File: config.mk
export PLATFORM = sky130hd
export DESIGN_NAME = ris_irq_status
export DESIGN_NICKNAME = d
export VERILOG_FILES = /design/src/ris_pkg.sv /design/src/ris_snap.sv /design/src/ris_irq_status.sv
export SDC_FILE = /design/constraint.sdc
export NUM_CORES = 1
export LEC_CHECK = 0
export ABC_AREA = 1
export ABC_CLOCK_PERIOD_IN_PS = 1120
export CAP_MARGIN = 10
export CORE_MARGIN = 1
export CORE_UTILIZATION = 56
export DETAILED_ROUTE_END_ITERATION = 12
export DONT_BUFFER_PORTS = 1
export MAX_ROUTING_LAYER = met4
export PLACE_DENSITY = 0.74
export SLEW_MARGIN = 20
export SYNTH_ARGS = -nofsm -noshare
export SYNTH_HDL_FRONTEND = slang
export SYNTH_HIERARCHICAL = 1
export SYNTH_SLANG_ARGS = --single-unit
File: constraint.sdc
create_clock -name clk -period 1.12 [get_ports clk]
set_input_delay 0.224 -clock clk [delete_from_list [all_inputs] [get_ports clk]]
set_output_delay 0.224 -clock clk [all_outputs]
set_load 0.05 [all_outputs]
File: src/ris_pkg.sv
// package: register map, field positions and reset values of the irq/status unit
package ris_pkg;
  // register addresses on the internal register port
  localparam logic [7:0] ADDR_CAUSE = 8'h0c;
  localparam logic [7:0] ADDR_MASK = 8'h0d;
  localparam logic [7:0] ADDR_GAIN = 8'h0e;
  localparam logic [7:0] ADDR_RSSI = 8'h0f;
  // reset values
  localparam logic [7:0] CAUSE_RST = 8'h00;
  localparam logic [7:0] MASK_RST = 8'h37;
  // bits of the mask that always read and act as set
  localparam logic [7:0] MASK_FIXED = 8'hc0;
  // cause bit positions
  localparam int BIT_TX = 7;
  localparam int BIT_RX = 6;
  localparam int BIT_FIFO = 5;
  localparam int BIT_CRC = 4;
  localparam int BIT_HDR = 3;
  localparam int BIT_SHORT = 2;
  localparam int BIT_PRE = 1;
  localparam int BIT_NORESP = 0;
  // fifo level thresholds in bytes
  localparam logic [4:0] FIFO_LOW = 5'h08;
  localparam logic [4:0] FIFO_HIGH = 5'h10;
  localparam logic [4:0] FIFO_TWO = 5'h02;
  // read port states
  typedef enum logic [1:0] {
    RIS_IDLE = 2'b00,
    RIS_READ = 2'b01
  } ris_rd_state_t;
endpackage

File: src/ris_snap.sv
// snapshot register holding receive-side measurements between rx start and next tx
`timescale 1ns/1ps
`default_nettype none
module ris_snap #(
  parameter int W = 8
) (
  input wire logic clk,
  input wire logic srst,
  input wire logic capture, // load new value
  input wire logic track, // follow input while a reception runs
  input wire logic [W-1:0] din,
  output logic [W-1:0] dout
);
  logic [W-1:0] val_r; // held value
  logic [W-1:0] val_nxt;
  // hold between receptions so software sees the last frame's figure
  always_comb begin
    val_nxt = val_r;
    if (capture || track) begin
      val_nxt = din;
    end
  end
  always_ff @(posedge clk) begin
    if (srst) begin
      val_r <= '0;
    end else begin
      val_r <= val_nxt;
    end
  end
  assign dout = val_r;
endmodule
`default_nettype wire

File: src/ris_irq_status.sv
// interrupt cause, mask, gain/internal status and signal strength registers
`timescale 1ns/1ps
`default_nettype none
// Operation
// [RULE1] bit7 during tx, interrupt at tx end
// [RULE2] bit6 during rx, interrupt at rx end
// [RULE3] bit5 when fifo below 8 or above 16
// [RULE4] bit4 on crc failure, maskable
// [RULE5] bit3 header high, or two bytes alt
// [RULE6] bit2 on reception shorter than expected
// [RULE7] bit1 preamble error, or rx finished alt
// [RULE8] bit0 on no-response timeout
// [RULE9] cause cleared on reset or enable low
// [RULE10] cause clears after host read, drops irq
// [RULE11] mask bit3 enables header interrupt
// [RULE12] mask bit2 enables short reception interrupt
// [RULE13] mask bit1 enables preamble error interrupt
// [RULE14] mask bit0 enables no-response interrupt
// [RULE15] tx and rx sources always enabled
// [RULE16] mask loads 37h on reset/enable low
// [RULE17] gain level in bits 6..4
// [RULE18] bit3 channel select, valid rx to tx
// [RULE19] rssi: i low nibble, q high nibble
// [RULE20] rssi valid from rx start to tx
// [RULE21] irq high iff enabled cause bit set
module ris_irq_status #(
  parameter int FIFO_AW = 5 // fifo level width
) (
  input wire logic clk,
  input wire logic srst,
  input wire logic chip_en, // enable pin, low presets registers
  // register port
  input wire logic [7:0] reg_addr,
  input wire logic reg_wr, // one-cycle write strobe
  input wire logic [7:0] reg_wdata,
  input wire logic reg_rd, // level, high for the whole read phase
  output logic [7:0] reg_rdata,
  // events from the datapath (one-cycle pulses unless noted)
  input wire logic tx_active, // level, transmission in progress
  input wire logic rx_active, // level, reception in progress
  input wire logic [FIFO_AW-1:0] fifo_level,
  input wire logic fifo_receiving, // level, fifo direction is receive
  input wire logic crc_fail_flag,
  input wire logic header_bit_high,
  input wire logic short_reception_flag,
  input wire logic preamble_fail_flag,
  input wire logic noresp_timeout,
  input wire logic alt_flag_select, // level, alternate bit3/bit1 meaning
  // analog status inputs
  input wire logic [2:0] agc_level,
  input wire logic channel_select,
  input wire logic carrier_level_stable,
  input wire logic pll_locked,
  input wire logic osc_stable,
  input wire logic [3:0] rssi_i,
  input wire logic [3:0] rssi_q,
  output logic irq
);
  logic [7:0] cause_r; // interrupt cause, cleared on read
  logic [7:0] cause_nxt;
  logic [7:0] mask_r; // writable mask bits
  logic [7:0] mask_nxt;
  logic tx_d_r; // delayed tx level for edges
  logic rx_d_r;
  logic fifo_d_r; // delayed threshold condition
  logic two_d_r;
  logic [7:0] rdata_nxt;
  logic [7:0] rdata_r;
  ris_pkg::ris_rd_state_t rd_state_r;
  ris_pkg::ris_rd_state_t rd_state_nxt;
  logic [7:0] events; // this cycle's set requests
  logic fifo_cond;
  logic two_cond;
  logic tx_start;
  logic rx_start;
  logic rd_cause_end;
  logic preset; // reset or enable low
  logic chan_q; // captured receive channel select
  logic [7:0] rssi_q8;
  logic [2:0] agc_q;

  assign preset = srst || !chip_en; // [RULE9] [RULE16]
  assign tx_start = tx_active && !tx_d_r;
  assign rx_start = rx_active && !rx_d_r;

  // threshold tests on the fifo fill level
  assign fifo_cond = fifo_receiving
    ? (fifo_level > FIFO_AW'(ris_pkg::FIFO_HIGH))
    : (fifo_level < FIFO_AW'(ris_pkg::FIFO_LOW)); // [RULE3]
  assign two_cond = fifo_level >= FIFO_AW'(ris_pkg::FIFO_TWO);

  // event collection; fifo level flags latch on entry to their condition, tx/rx levels on their end
  always_comb begin
    events = 8'h00;
    events[ris_pkg::BIT_TX] = tx_d_r && !tx_active; // [RULE1]
    events[ris_pkg::BIT_RX] = rx_d_r && !rx_active; // [RULE2]
    events[ris_pkg::BIT_FIFO] = fifo_cond && !fifo_d_r; // [RULE3]
    events[ris_pkg::BIT_CRC] = crc_fail_flag; // [RULE4]
    events[ris_pkg::BIT_HDR] = alt_flag_select
      ? (two_cond && !two_d_r) : header_bit_high; // [RULE5]
    events[ris_pkg::BIT_SHORT] = short_reception_flag; // [RULE6]
    events[ris_pkg::BIT_PRE] = alt_flag_select
      ? (rx_d_r && !rx_active) : preamble_fail_flag; // [RULE7]
    events[ris_pkg::BIT_NORESP] = noresp_timeout; // [RULE8]
  end

  // read phase tracker: clear fires when a cause read ends
  always_comb begin
    rd_state_nxt = rd_state_r;
    rd_cause_end = 1'b0;
    case (rd_state_r)
      ris_pkg::RIS_IDLE: begin
        if (reg_rd && reg_addr == ris_pkg::ADDR_CAUSE) begin
          rd_state_nxt = ris_pkg::RIS_READ;
        end
      end
      ris_pkg::RIS_READ: begin
        if (!reg_rd) begin
          rd_cause_end = 1'b1; // [RULE10]
          rd_state_nxt = ris_pkg::RIS_IDLE;
        end
      end
      default: begin
        rd_state_nxt = ris_pkg::RIS_IDLE;
      end
    endcase
  end

  // cause register: new events win over the read clear
  always_comb begin
    cause_nxt = cause_r;
    if (rd_cause_end) begin
      cause_nxt = 8'h00; // [RULE10]
    end
    cause_nxt = cause_nxt | events;
    // bit7 and bit6 also show tx/rx in progress
    cause_nxt[ris_pkg::BIT_TX] = cause_nxt[ris_pkg::BIT_TX] | tx_active; // [RULE1]
    cause_nxt[ris_pkg::BIT_RX] = cause_nxt[ris_pkg::BIT_RX] | rx_active; // [RULE2]
  end

  // mask register; top two bits are not writable
  always_comb begin
    mask_nxt = mask_r;
    if (reg_wr && reg_addr == ris_pkg::ADDR_MASK) begin
      mask_nxt = reg_wdata | ris_pkg::MASK_FIXED; // [RULE15]
    end
  end

  // read mux, registered so data comes from flops
  always_comb begin
    case (reg_addr)
      ris_pkg::ADDR_CAUSE: rdata_nxt = cause_r;
      // fixed bits forced here too, since the preset value leaves them clear
      ris_pkg::ADDR_MASK: rdata_nxt = mask_r | ris_pkg::MASK_FIXED; // [RULE15] [RULE16]
      ris_pkg::ADDR_GAIN: begin
        rdata_nxt = {1'b0, agc_q, chan_q, carrier_level_stable,
          pll_locked, osc_stable}; // [RULE17] [RULE18]
      end
      ris_pkg::ADDR_RSSI: rdata_nxt = rssi_q8; // [RULE19]
      default: rdata_nxt = 8'h00;
    endcase
  end

  // state registers
  always_ff @(posedge clk) begin
    if (preset) begin
      cause_r <= ris_pkg::CAUSE_RST; // [RULE9]
      mask_r <= ris_pkg::MASK_RST; // [RULE16]
      tx_d_r <= 1'b0;
      rx_d_r <= 1'b0;
      fifo_d_r <= 1'b0;
      two_d_r <= 1'b0;
      rd_state_r <= ris_pkg::RIS_IDLE;
      rdata_r <= 8'h00;
    end else begin
      cause_r <= cause_nxt;
      mask_r <= mask_nxt;
      tx_d_r <= tx_active;
      rx_d_r <= rx_active;
      fifo_d_r <= fifo_cond;
      two_d_r <= two_cond;
      rd_state_r <= rd_state_nxt;
      rdata_r <= rdata_nxt;
    end
  end
  assign reg_rdata = rdata_r;

  // irq: any cause bit whose mask bit (forced for 7/6) is set
  always_comb begin
    irq = |(cause_r & (mask_r | ris_pkg::MASK_FIXED)); // [RULE21] [RULE11] [RULE12] [RULE13] [RULE14] [RULE4] [RULE15]
  end

  // rssi and channel snapshots follow during rx, then hold until the next rx start; the agc snapshot loads every cycle
  ris_snap #(.W(8)) u_rssi (
    .clk(clk),
    .srst(preset),
    .capture(rx_start),
    .track(rx_active && !tx_start),
    .din({rssi_q, rssi_i}), // [RULE19] [RULE20]
    .dout(rssi_q8)
  );
  ris_snap #(.W(1)) u_chan (
    .clk(clk),
    .srst(preset),
    .capture(rx_start),
    .track(rx_active),
    .din(channel_select), // [RULE18]
    .dout(chan_q)
  );
  ris_snap #(.W(3)) u_agc (
    .clk(clk),
    .srst(preset),
    .capture(1'b1),
    .track(1'b0),
    .din(agc_level), // [RULE17]
    .dout(agc_q)
  );
endmodule
`default_nettype wire

==> results.md <==
- Syn Inst Count: 269
- Ant diodes: 0
- Clock Skew: 0.01064 ns
- # IOs: 59
- Initial Util: 59.39%
- Yosys warnings: 6
- Clock Latency Late Sink: 0.36 ns
- XOR/XNOR Fraction of Synth Area: 0%
- Total gr overflow: 0
- H-tree lvl count: 2
- CP Buf/Inv Count: 0
- Vias in the first global route: 1,537
- Mux cell area share after synthesis: 0%
- Peak VDD IR: 0.0007859 V
- DIE HEIGHT: 59.14 um
- Register area share after synthesis: 42.71%
- DRT iter0 DRCs: 75
- Sinks on Clock Net: 39
- Final worst-path cycle share: 133.4%
- Synth Area per Inst: 6.796 um2
- Vias/cell: 4.849
- Worst-path cell chain: a22o_1 -> nor3_4 -> nand2_4
- Fmax: 669.3 MHz
- Rows: 20
- Dpl cells: 335
- Compound-Gate Fraction of Synth Area: 4.517%
- Unrepaired setup endpoints after global routing: true
- Main combinational cell family by area after synthesis: simple AND/OR/NAND/NOR gates
- Final hold vios: 0
- Final min period: 1.494 ns
- Fin cells: 357
- Most frequent cells in the layout: nand2_1, nor2_1, nand3_1
- Initial antenna violation count: 0
- Pwr/cell area: 1177 nW/um2
- Max-cap violations: 0
- Die width: 59.14 um
- Antenna Nets Post-Route: 0
- Failing checks: negative setup slack
- Worst min-delay path class: primary input to flip-flop
- Worst EP required: 0.90 ns
- Post-Synth Adder-Cell Area: 0%
- Synthesized cell area: 1828 um2
- Leak pwr: 1.154 nW
- WL final: 4191 um
- Area of the die: 3497 um2
- Worst Setup End Kind: output port
- Placer Congestion: 0.8540
- Synth-to-layout area growth: 30.80%
- Fill cells: 253
- First-pass GRT wire length: 6548 um
- Total GRT Usage: 26.53%
- Total chip power: 2.813 mW
- Clk Tree Root Cell: clkbuf_4
- WP data arrival: 1.27 ns
- Setup WS pre-CTS: -0.1180 ns
- Worst setup margin: -0.3742 ns
- Simple-gate share of the synthesized area: 43.33%
- Clock slew at reported path FFs: 0.12 ns
- Status: complete, but fails checks
- CP Max Fanout: 2
- Commonest non-fill, non-tap cell in the layout: nand2_1
- IO Port Bufs: 0
- DR pass1 iterations: 4
- Largest net degree at the start of global routing: 32
- Via count: 1,731
- Layout cells sized above 1: 20.45%
- Synth Register Bits: 39
- Accumulated negative setup slack: -0.3742 ns
- CP max stage cell: dfxtp_1
- Crit start category: flip-flop
- DRC: 0
- Hpwl dp: 2814 um
- CTS Buf Count: 5
- Hold WS: 0.008987 ns
- CTS tree: done
- Yosys cell types: 24
- Final net count: 362
- Crit path max-delay family: flip-flops
- Core outline area: 3078 um2
- Type of the worst setup path: flip-flop to output port
- Slew Limit Fails: 0
- # setup viols final: 1
- Post-Syn Nets: 319
- Clock Tree Buf Depth: 2
- Routed len/inst: 11.74 um
- Largest stage delay, worst path: 0.35 ns
Yosys cell counts:
library cell,n,area (um2)
nand2_1,72,270.3
nor2_1,51,191.4
dfxtp_1,39,780.8
nand3_1,38,190.2
inv_1,29,108.9
a21oi_1,8,40.04
inv_2,5,18.77
nor2_4,5,56.30
buf_4,3,22.52
a31oi_1,2,12.51
conb_1,2,7.510
nor2_2,2,12.51
nor3_1,2,10.01
a221oi_1,1,8.760
a22o_1,1,8.760
a22oi_1,1,7.510
buf_1,1,3.750
buf_6,1,11.26
nand2_2,1,6.260
nand2_4,1,11.26
nand3_4,1,17.52
nand4_1,1,6.260
nor2_8,1,20.02
o21ai_0,1,5.000
what timing repair did:
| action | 4_1_cts | 5_1_grt |
|---|---|---|
| pin swaps | 1 | 4 |
| buffers inserted | 0 | 1 |
| endpoints found under the setup margin | 1 | 18 |
| hold endpoints to repair | 13 | 1 |
| cloned | 0 | 0 |
| resized for setup | 4 | 20 |
| hold buffers | 13 | 1 |
final cells by class:
cell class | instances | area, um2 | area share (%)
Multi-Input combinational cell | 191 | 939.7 | 39.30
Tap cell | 44 | 55.05 | 2.302
Sequential cell | 39 | 784.5 | 32.81
Clock inverter | 2 | 35.03 | 1.465
Inverter | 34 | 127.6 | 5.338
Timing Repair Buffer | 41 | 397.9 | 16.64
Clock buffer | 6 | 51.30 | 2.145
worst reg2reg max path: stages (launching register included):
cell and delay [ns]:
dfxtp_1 0.42, nor2_4 0.08, nor2_4 0.12, buf_12 0.14, nand2_1 0.05, nand2_1 0.07, nor2_2 0.04
through the flow:
stage                     area (um2)  util (%)
after floorplan                 1831         -
after global placement          2076     67.44
after detailed placement        2076     67.44
after CTS                       2315     75.20
after global routing            2391     77.68
final                           2391     77.68
metal layers:
metal	vias to the layer above	part of all wire [%]	track usage, %
li1	923	-	-
met1	742	46	34.25
met2	57	47	39.94
met3	9	5.7	6.550
met4	0	1.9	10.54
met5	-	0	-
where the power goes:
part | switching (mW) | internal (mW)
sequential | 0.0289 | 1.43
clock | 0.470 | 0.527
combinational | 0.200 | 0.156
total | 0.698 | 2.11
sequential cells by signal (all words and copies together), names as in the netlist:
name,count
u_agc/dout,3
tx_d_r,1
rd_state_r,1
two_d_r,1
cause_r,8
rx_d_r,1
fifo_d_r,1
reg_rdata,8
u_rssi/dout,8
mask_r,6
u_chan/dout,1
path summary, 6_finish.rpt:
check                                 to  depth (start not counted)  slack (ns)                    from
max                                  irq                          3       -0.37  mask_r[0]$_SDFFE_PP1P_
min           u_agc/dout[0]$_SDFFE_PP0P_                          2       0.009            agc_level[0]
max reg2reg  u_rssi/dout[1]$_SDFFE_PP0P_                          6        0.11       rx_d_r$_SDFF_PP0_
min reg2reg        cause_r[5]$_SDFF_PP0_                          3        0.48     fifo_d_r$_SDFF_PP0_
cell families after synthesis:
kind of cell / after synthesis
flops: 39
simple gates: 175
other cells: 2
buf+inv: 39
compound gates: 14
Note: power is estimated with default switching activity, not from simulation.
